**config.mk**
```make
export PLATFORM = sky130hd
export DESIGN_NAME = pocss_top
export DESIGN_NICKNAME = d
export VERILOG_FILES = /design/src/rtl/pocss_top.v
export VERILOG_INCLUDE_DIRS = /design/src /design/src/rtl
export SDC_FILE = /design/constraint.sdc
export NUM_CORES = 1
export LEC_CHECK = 0
export BUFFER_PORTS_ARGS = -buffer_cell sky130_fd_sc_hd__buf_2
export CORE_AREA = 2 2 92 94
export CTS_BUF_LIST = sky130_fd_sc_hd__clkbuf_4 sky130_fd_sc_hd__clkbuf_8 sky130_fd_sc_hd__clkbuf_16
export CTS_CLUSTER_DIAMETER = 200
export DETAILED_ROUTE_END_ITERATION = 8
export DIE_AREA = 0 0 94 96
export GPL_ROUTABILITY_DRIVEN = 0
export GPL_TIMING_DRIVEN = 0
export PLACE_DENSITY = 0.77
export SLEW_MARGIN = 5
export SYNTH_ARGS = -nofsm -noshare
export SYNTH_HDL_FRONTEND = slang
export SYNTH_SLANG_ARGS = --single-unit
```
**constraint.sdc**
```tcl
create_clock -name clk -period 3.5 [get_ports clk]
set_clock_uncertainty 0.15 [all_clocks]
set_input_delay 0.175 -clock clk [delete_from_list [all_inputs] [get_ports clk]]
set_output_delay 0.175 -clock clk [all_outputs]
set_load 0.005 [all_outputs]
```
**src/rtl/pocss_defines.vh**
```
`ifndef POCSS_DEFINES_VH
`define POCSS_DEFINES_VH

// Register word addresses
`define POCSS_ADDR_CTRL 4'h0
`define POCSS_ADDR_DIV 4'h1
`define POCSS_ADDR_CFG 4'h2
`define POCSS_ADDR_IRQ_STAT 4'h3
`define POCSS_ADDR_IRQ_MASK 4'h4

// Control register fields
`define POCSS_CTRL_SWEN_BIT 0
`define POCSS_CTRL_NEW_LSB 8
`define POCSS_CTRL_CUR_LSB 12

// Status / mask bits
`define POCSS_IRQ_FAIL 0
`define POCSS_IRQ_DONE 1
`define POCSS_IRQ_REFUSED 2

// Oscillator selection codes
`define POCSS_SEL_RC 3'h0
`define POCSS_SEL_RC_PLL 3'h1
`define POCSS_SEL_PRI 3'h2
`define POCSS_SEL_PRIPLL 3'h3
`define POCSS_SEL_SEC 3'h4
`define POCSS_SEL_LOWPWR 3'h5
`define POCSS_SEL_RC16 3'h6
`define POCSS_SEL_RC_POST 3'h7

// Primary mode field codes
`define POCSS_PM_EXTCLK 2'h0
`define POCSS_PM_XTAL 2'h1
`define POCSS_PM_FAST_XTAL 2'h2
`define POCSS_PM_OFF 2'h3

// Source one-hot positions
`define POCSS_SRC_PRI 0
`define POCSS_SRC_SEC 1
`define POCSS_SRC_RC 2
`define POCSS_SRC_LOWPWR 3

// Reset values and RC16 divider log2
`define POCSS_RST_SEL 3'h7
`define POCSS_RST_RCDIV 3'h1
`define POCSS_RC16_LOG2 3'h4

// Timing: clock period 4 ns, switch settle 100 ns, monitor timeout 20000 ns
`define POCSS_CLK_NS 4
`define POCSS_SWITCH_NS 100
`define POCSS_SWITCH_CYC (`POCSS_SWITCH_NS / `POCSS_CLK_NS)
`define POCSS_FAIL_NS 20000
`define POCSS_FAIL_CYC (`POCSS_FAIL_NS / `POCSS_CLK_NS)

`endif

```
**src/rtl/pocss_top.v**
```verilog
// Contract
// - Power-on clock chosen from mode and select fields
// - Mode 11 maps internal and secondary codes
// - Codes 011/010 select primary with/without PLL
// - Erased configuration gives RC with postscaler
// - Switching allowed only when upper bit zero
// - Monitor active only when both bits zero
// - Monitor detects primary or secondary clock failure
// - Fast RC 8 MHz, divider lowers it
// - RC divided-by-16 mode gives 500 kHz
// - Exactly one of four sources selected
// - Only primary and fast RC feed PLL
// - Instruction clock is processor clock halved
// - Instruction clock may drive output pin
// - Config bit sets output pin function
// - Current and new selection reset from config
// - Switch enable starts switch, clears when done
`include "pocss_defines.vh"
`default_nettype none

module pocss_top #(
  parameter [15:0] FAIL_CYC = `POCSS_FAIL_CYC
) (
  input wire clk,
  input wire rstn,
  input wire [3:0] avs_address,
  input wire avs_read,
  input wire avs_write,
  input wire [31:0] avs_writedata,
  input wire [3:0] avs_byteenable,
  output reg [31:0] avs_readdata,
  output wire avs_waitrequest,
  input wire [1:0] primary_osc_mode_field,
  input wire [2:0] initial_osc_select_field,
  input wire [1:0] switch_monitor_cfg_field,
  input wire osc_out_pin_function_bit,
  input wire primary_osc_input_pin,
  input wire secondary_osc_pin,
  output reg primary_osc_output_pin,
  output reg primary_osc_output_pin_oe,
  output reg [3:0] clk_source_onehot_q,
  output reg [2:0] sys_div_log2_q,
  output reg pll_enable_q,
  output reg unsupported_cfg_q,
  output reg instr_clk_q,
  output wire irq
);

  // ----------------------------------------------------------------
  // Decode functions
  // ----------------------------------------------------------------
  function mode_valid;
    input [1:0] pm;
    input [2:0] sel;
    begin
      case (sel)
        `POCSS_SEL_PRIPLL: mode_valid = (pm == `POCSS_PM_XTAL) || (pm == `POCSS_PM_EXTCLK);
        `POCSS_SEL_PRI: mode_valid = (pm != `POCSS_PM_OFF);
        default: mode_valid = (pm == `POCSS_PM_OFF);
      endcase
    end
  endfunction

  function [3:0] src_of;
    input [2:0] sel;
    begin
      case (sel)
        `POCSS_SEL_PRI, `POCSS_SEL_PRIPLL: src_of = 4'h1 << `POCSS_SRC_PRI;
        `POCSS_SEL_SEC: src_of = 4'h1 << `POCSS_SRC_SEC;
        `POCSS_SEL_LOWPWR: src_of = 4'h1 << `POCSS_SRC_LOWPWR;
        default: src_of = 4'h1 << `POCSS_SRC_RC;
      endcase
    end
  endfunction

  // ----------------------------------------------------------------
  // Reset synchroniser
  // ----------------------------------------------------------------
  reg rst_meta_q;
  reg rst_sync_q;
  wire rst_n = rst_sync_q;

  always @(posedge clk or negedge rstn)
  begin
    if (!rstn)
    begin
      rst_meta_q <= 1'b0;
      rst_sync_q <= 1'b0;
    end
    else
    begin
      rst_meta_q <= 1'b1;
      rst_sync_q <= rst_meta_q;
    end
  end

  // ----------------------------------------------------------------
  // Pin synchronisers and activity detect
  // ----------------------------------------------------------------
  reg [2:0] pri_sync_q;
  reg [2:0] sec_sync_q;
  wire pri_edge = pri_sync_q[1] ^ pri_sync_q[2];
  wire sec_edge = sec_sync_q[1] ^ sec_sync_q[2];

  always @(posedge clk or negedge rst_n)
  begin
    if (!rst_n)
    begin
      pri_sync_q <= 3'h0;
      sec_sync_q <= 3'h0;
    end
    else
    begin
      pri_sync_q <= {pri_sync_q[1:0], primary_osc_input_pin};
      sec_sync_q <= {sec_sync_q[1:0], secondary_osc_pin};
    end
  end

  // ----------------------------------------------------------------
  // Configuration latch and oscillator selection
  // ----------------------------------------------------------------
  localparam [2:0] ST_LOAD = 3'b001;
  localparam [2:0] ST_IDLE = 3'b010;
  localparam [2:0] ST_SWITCH = 3'b100;

  reg [2:0] state_q;
  reg [1:0] pm_q;
  reg [2:0] init_sel_q;
  reg [1:0] sw_mon_cfg_q;
  reg pin_func_q;
  reg [2:0] cur_sel_q;
  reg [2:0] new_sel_q;
  reg swen_q;
  reg [2:0] rcdiv_q;
  reg [7:0] sw_cnt_q;
  reg [15:0] mon_cnt_q;
  reg [2:0] stat_q;
  reg [2:0] mask_q;
  reg ack_q;

  wire bus_req = avs_read | avs_write;
  wire bus_wr = avs_write & ack_q;
  wire switch_ok = ~sw_mon_cfg_q[1];
  wire monitor_on = (sw_mon_cfg_q == 2'b00);
  wire cur_is_pri = (cur_sel_q == `POCSS_SEL_PRI) || (cur_sel_q == `POCSS_SEL_PRIPLL);
  wire mon_edge = cur_is_pri ? pri_edge : sec_edge;
  wire mon_watch = monitor_on && (state_q == ST_IDLE) &&
                   (cur_is_pri || (cur_sel_q == `POCSS_SEL_SEC));
  wire clk_fail = mon_watch && (mon_cnt_q == FAIL_CYC - 16'h1);

  wire wr_ctrl = bus_wr && (avs_address == `POCSS_ADDR_CTRL);
  wire wr_div = bus_wr && (avs_address == `POCSS_ADDR_DIV);
  wire wr_stat = bus_wr && (avs_address == `POCSS_ADDR_IRQ_STAT);
  wire wr_mask = bus_wr && (avs_address == `POCSS_ADDR_IRQ_MASK);
  wire swen_req = wr_ctrl && avs_byteenable[0] && avs_writedata[`POCSS_CTRL_SWEN_BIT];
  // A switch is judged on the select written in the same access
  wire new_sel_wr = wr_ctrl && avs_byteenable[1] && (state_q != ST_SWITCH);
  wire [2:0] new_sel_nxt = new_sel_wr ? avs_writedata[`POCSS_CTRL_NEW_LSB +: 3] : new_sel_q;

  reg ev_done;
  reg ev_refused;

  always @(posedge clk or negedge rst_n)
  begin
    if (!rst_n)
    begin
      state_q <= ST_LOAD;
      pm_q <= `POCSS_PM_OFF;
      init_sel_q <= `POCSS_RST_SEL;
      sw_mon_cfg_q <= 2'b11;
      pin_func_q <= 1'b0;
      cur_sel_q <= `POCSS_RST_SEL;
      new_sel_q <= `POCSS_RST_SEL;
      swen_q <= 1'b0;
      rcdiv_q <= `POCSS_RST_RCDIV;
      sw_cnt_q <= 8'h0;
      mon_cnt_q <= 16'h0;
      ev_done <= 1'b0;
      ev_refused <= 1'b0;
    end
    else
    begin
      ev_done <= 1'b0;
      ev_refused <= 1'b0;
      if (wr_div && avs_byteenable[1])
        rcdiv_q <= avs_writedata[10:8];
      if (new_sel_wr)
        new_sel_q <= new_sel_nxt;
      if (mon_edge || !mon_watch)
        mon_cnt_q <= 16'h0;
      else if (!clk_fail)
        mon_cnt_q <= mon_cnt_q + 16'h1;
      case (state_q)
        ST_LOAD:
        begin
          pm_q <= primary_osc_mode_field;
          init_sel_q <= initial_osc_select_field;
          sw_mon_cfg_q <= switch_monitor_cfg_field;
          pin_func_q <= osc_out_pin_function_bit;
          cur_sel_q <= initial_osc_select_field;
          new_sel_q <= initial_osc_select_field;
          state_q <= ST_IDLE;
        end
        ST_IDLE:
        begin
          if (clk_fail)
          begin
            cur_sel_q <= `POCSS_SEL_RC;
            new_sel_q <= `POCSS_SEL_RC;
          end
          else if (swen_req)
          begin
            if (switch_ok && mode_valid(pm_q, new_sel_nxt))
            begin
              swen_q <= 1'b1;
              sw_cnt_q <= 8'h0;
              state_q <= ST_SWITCH;
            end
            else
              ev_refused <= 1'b1;
          end
        end
        ST_SWITCH:
        begin
          if (sw_cnt_q == `POCSS_SWITCH_CYC - 1)
          begin
            cur_sel_q <= new_sel_q;
            swen_q <= 1'b0;
            ev_done <= 1'b1;
            state_q <= ST_IDLE;
          end
          else
            sw_cnt_q <= sw_cnt_q + 8'h1;
        end
        default:
          state_q <= ST_LOAD;
      endcase
    end
  end

  // ----------------------------------------------------------------
  // Clock mode outputs
  // ----------------------------------------------------------------
  wire cur_crystal = cur_is_pri && (pm_q != `POCSS_PM_EXTCLK);

  always @(posedge clk or negedge rst_n)
  begin
    if (!rst_n)
    begin
      clk_source_onehot_q <= 4'h1 << `POCSS_SRC_RC;
      sys_div_log2_q <= 3'h0;
      pll_enable_q <= 1'b0;
      unsupported_cfg_q <= 1'b0;
      instr_clk_q <= 1'b0;
      primary_osc_output_pin <= 1'b0;
      primary_osc_output_pin_oe <= 1'b0;
    end
    else
    begin
      clk_source_onehot_q <= src_of(cur_sel_q);
      case (cur_sel_q)
        `POCSS_SEL_RC_POST, `POCSS_SEL_RC_PLL: sys_div_log2_q <= rcdiv_q;
        `POCSS_SEL_RC16: sys_div_log2_q <= `POCSS_RC16_LOG2;
        default: sys_div_log2_q <= 3'h0;
      endcase
      pll_enable_q <= (cur_sel_q == `POCSS_SEL_RC_PLL) ||
                      (cur_sel_q == `POCSS_SEL_PRIPLL);
      unsupported_cfg_q <= (state_q != ST_LOAD) && !mode_valid(pm_q, init_sel_q);
      instr_clk_q <= ~instr_clk_q;
      primary_osc_output_pin <= instr_clk_q;
      primary_osc_output_pin_oe <= (state_q != ST_LOAD) && pin_func_q &&
                                   !cur_crystal;
    end
  end

  // ----------------------------------------------------------------
  // Interrupt status and mask
  // ----------------------------------------------------------------
  wire [2:0] ev_vec = {ev_refused, ev_done, clk_fail};

  always @(posedge clk or negedge rst_n)
  begin
    if (!rst_n)
    begin
      stat_q <= 3'h0;
      mask_q <= 3'h0;
    end
    else
    begin
      if (wr_stat && avs_byteenable[0])
        stat_q <= (stat_q & ~avs_writedata[2:0]) | ev_vec;
      else
        stat_q <= stat_q | ev_vec;
      if (wr_mask && avs_byteenable[0])
        mask_q <= avs_writedata[2:0];
    end
  end

  assign irq = |(stat_q & mask_q);

  // ----------------------------------------------------------------
  // Avalon-MM slave: one wait cycle per access
  // ----------------------------------------------------------------
  assign avs_waitrequest = bus_req & ~ack_q;

  reg [31:0] rd_mux;

  always @*
  begin
    rd_mux = 32'h0;
    case (avs_address)
      `POCSS_ADDR_CTRL:
      begin
        rd_mux[`POCSS_CTRL_CUR_LSB +: 3] = cur_sel_q;
        rd_mux[`POCSS_CTRL_NEW_LSB +: 3] = new_sel_q;
        rd_mux[`POCSS_CTRL_SWEN_BIT] = swen_q;
      end
      `POCSS_ADDR_DIV: rd_mux[10:8] = rcdiv_q;
      `POCSS_ADDR_CFG:
        rd_mux[11:0] = {unsupported_cfg_q, init_sel_q, sw_mon_cfg_q, pin_func_q,
                        monitor_on, switch_ok, 1'b0, pm_q};
      `POCSS_ADDR_IRQ_STAT: rd_mux[2:0] = stat_q;
      `POCSS_ADDR_IRQ_MASK: rd_mux[2:0] = mask_q;
      default: rd_mux = 32'h0;
    endcase
  end

  always @(posedge clk or negedge rst_n)
  begin
    if (!rst_n)
    begin
      ack_q <= 1'b0;
      avs_readdata <= 32'h0;
    end
    else
    begin
      ack_q <= bus_req & ~ack_q;
      if (avs_read && !ack_q)
        avs_readdata <= rd_mux;
    end
  end

endmodule

`default_nettype wire

```
==> reports/results.ini <==
[grt]
first_global_vias=3262
grt_pass1_wl_mm=14.8
antenna_found_initial=0
grt_usage_pct=21.3
grt_start_max_net_pins=59
grt_overflow_total=0

[clock_tree]
tritoncts=built
cts.sinks=89
post_cts_buffers=0
cts_buffers=9
insertion_delay_ps=360
clock-root-buffer=clkbuf_8
cts.path.max_buffers=2
hold_buffers=21
ctsResizeCount=0
clkTransAtPathRegs_ps=90
htreeDepth=3

[timing]
finalCritPeriodShare_pct=79.7
max_freq_ghz=0.358
tightestPinTransition_ps=752
final_max_slew_viol_count=0
period_needed_ps=2790
rsz0062_at_grt=false
hold_ws_ps=59.1
hold_violations=0
finalSetupViolations=0
worst_slack_ps=710
relSlewSlack_pct=49.3

[route]
vias=3247
via_per_inst=5.30
drc=0
wire_per_inst_um=14.4
postRouteWirelength_mm=8.83
antenna_left=0
drtPass1Iterations=5
drt_iter0_drc=158

[worst_setup_path]
end_kind=register
critPathMaxFanout=6
start_kind=register
crit_arrival_ps=2850
critPathKind=register to register
cp.required_ps=3560

[floorplanning]
initial_core_util_pct=51.3
die_x_um=94
die_area_mm2=0.00902
io_pins=100
coreArea_mm2=0.00805
fp.dieH_um=96
placementRows=33

[final_layout]
final_common_cell=dfrtp_1
stdcell_count=613
fin_nets=562
areaGrowthSynthToFinish_pct=21.8
drive_gt1_share_pct=24.0
final_cell_mix=dfrtp_1 (72), nand2_1 (58), buf_2 (54)
diodes=0

[yosys]
synth_edf_count=0
yosys.cell_types.count=54
synth_warnings=0
ys_ff_latch=89
syn_inst=400
synth.avg_cell_area_um2=10.3
synth_flop_cell=dfrtp_1
seq_area_frac_synth_pct=54.4
syn_area_mm2=0.00413
async_flop_share_pct=100

[power]
cellPowerDensity_mw_per_mm2=376
leakage_nw=2.38
total_power_w=0.00189
ir_worst_vdd_mv=0.227

[run_status]
status=complete, no violations

[place]
dp_cells=576
numPortBuffers=54
dp_slack_ps=746
dp_hpwl_mm=6.53

[min_path]
hp-class=primary input to register

[flow_run]
max_cap_viol_count=0

## cell families (layout without fill, tap and decap cells)
| kind of cell | count (synthesis) | in the layout | share of synthesized area [%] |
|---|---|---|---|
| AND/OR/NAND/NOR | 168 | 168 | 20.3 |
| flip-flops | 89 | 89 | 54.4 |
| AO/OA/AOI/OAI | 64 | 64 | 10.4 |
| buffers and inverters | 38 | 130 | 5.18 |
| XOR/XNOR | 17 | 17 | 3.61 |
| multiplexers | 17 | 17 | 4.33 |
| adder cells (fa/ha/maj) | 5 | 5 | 1.52 |
| other | 2 | 18 | 0.182 |
## stage by stage
stage          setup TNS, ps  utilization, %  instance area, um2
3_3_place_gp          -11800            57.0                4590
4_1_cts                    0            62.5                5030
6_report                   0            62.5                5030
3_5_place_dp               0            57.4                4620
5_1_grt                    0            62.5                5030
2_1_floorplan              0               -                4190
## synthesized netlist by cell type, types with 4 or more instances
cell      number  area share [%]
nand4_1        5            0.76
o21ai_0       21             2.5
nor3b_1        4            0.73
o31ai_1        9             1.6
mux2i_1       10             2.4
dfrtp_1       73              44
xnor2_1       10             2.1
nor4_1         6            0.91
and3_1         8             1.2
a21oi_1        8            0.97
inv_1         11             1.0
mux2_2         7             1.9
a21o_1         4            0.73
dfstp_2       16              10
nor2_1        40             3.6
nand2_1       58             5.3
clkbuf_1       8            0.73
or3_1          4            0.61
nor3_1         7            0.85
ha_1           5             1.5
buf_4         17             3.1
nor2b_1        4            0.61
xor2_1         7             1.5
a22oi_1        4            0.73
a22o_1         7             1.5
nand3_1        9             1.1
## state kept, by name, indices dropped and copies added (netlist names), 2 cells and up
name	count
rcdiv_q	3
pm_q	2
stat_q	3
mon_cnt_q	16
sys_div_log2_q	3
cur_sel_q	3
state_q	3
new_sel_q	3
pri_sync_q	3
mask_q	3
init_sel_q	3
sw_cnt_q	8
avs_readdata	15
sw_mon_cfg_q	2
sec_sync_q	3
clk_source_onehot_q	4
## final cells by class
class | instances | area [um2]
inverters | 11 | 41.3
plain buffers | 27 | 173
repair buffers | 76 | 508
well taps | 105 | 131
clock buffers | 12 | 165
fillers | 668 | 3020
multi-input cells | 289 | 1730
flip-flops and latches | 89 | 2250
clock inverters | 4 | 33.8
## where the power goes
group / internal (W) / leakage [nW] / switching (W)
Sequential: 0.00105 / 1.13 / 0.0000204
Combinational: 0.0000667 / 1.16 / 0.0000633
Clock: 0.000321 / 0.0992 / 0.000367
Total: 0.00144 / 2.38 / 0.000451
## metal layers
| metal | GRT usage (%) | vias up | share of wire [%] |
|---|---|---|---|
| met5 | 0 | - | 0 |
| met1 | 25.6 | 1536 | 43 |
| li1 | - | 1587 | - |
| met3 | 3.13 | 20 | 5.0 |
| met2 | 37.9 | 104 | 50 |
| met4 | 9.90 | 0 | 2.5 |
## final timing paths
path / from / end / slack (ps) / cells past startpoint
worst max-delay path: cur_sel_q[2] / sw_cnt_q[4] / 710 / 6
worst min-delay path: avs_address[2] / avs_readdata[2] / 60 / 3
worst max register to register: cur_sel_q[2] / sw_cnt_q[4] / 710 / 6
worst min register to register: rst_n / clk_source_onehot_q[1] / 110 / 0
max in group asynchronous: rst_n / sw_mon_cfg_q[0] / 2430 / 1
min in group asynchronous: rst_n / clk_source_onehot_q[1] / 110 / 0
## worst max-delay path, cell delays in order, from the launching register on
cell      delay [ps]
dfstp_2          570
inv_1            120
ha_1             290
o211ai_1         450
o21ai_0          280
nor4_2           590
o21ai_0          200
(Power assumes the default switching activity.)
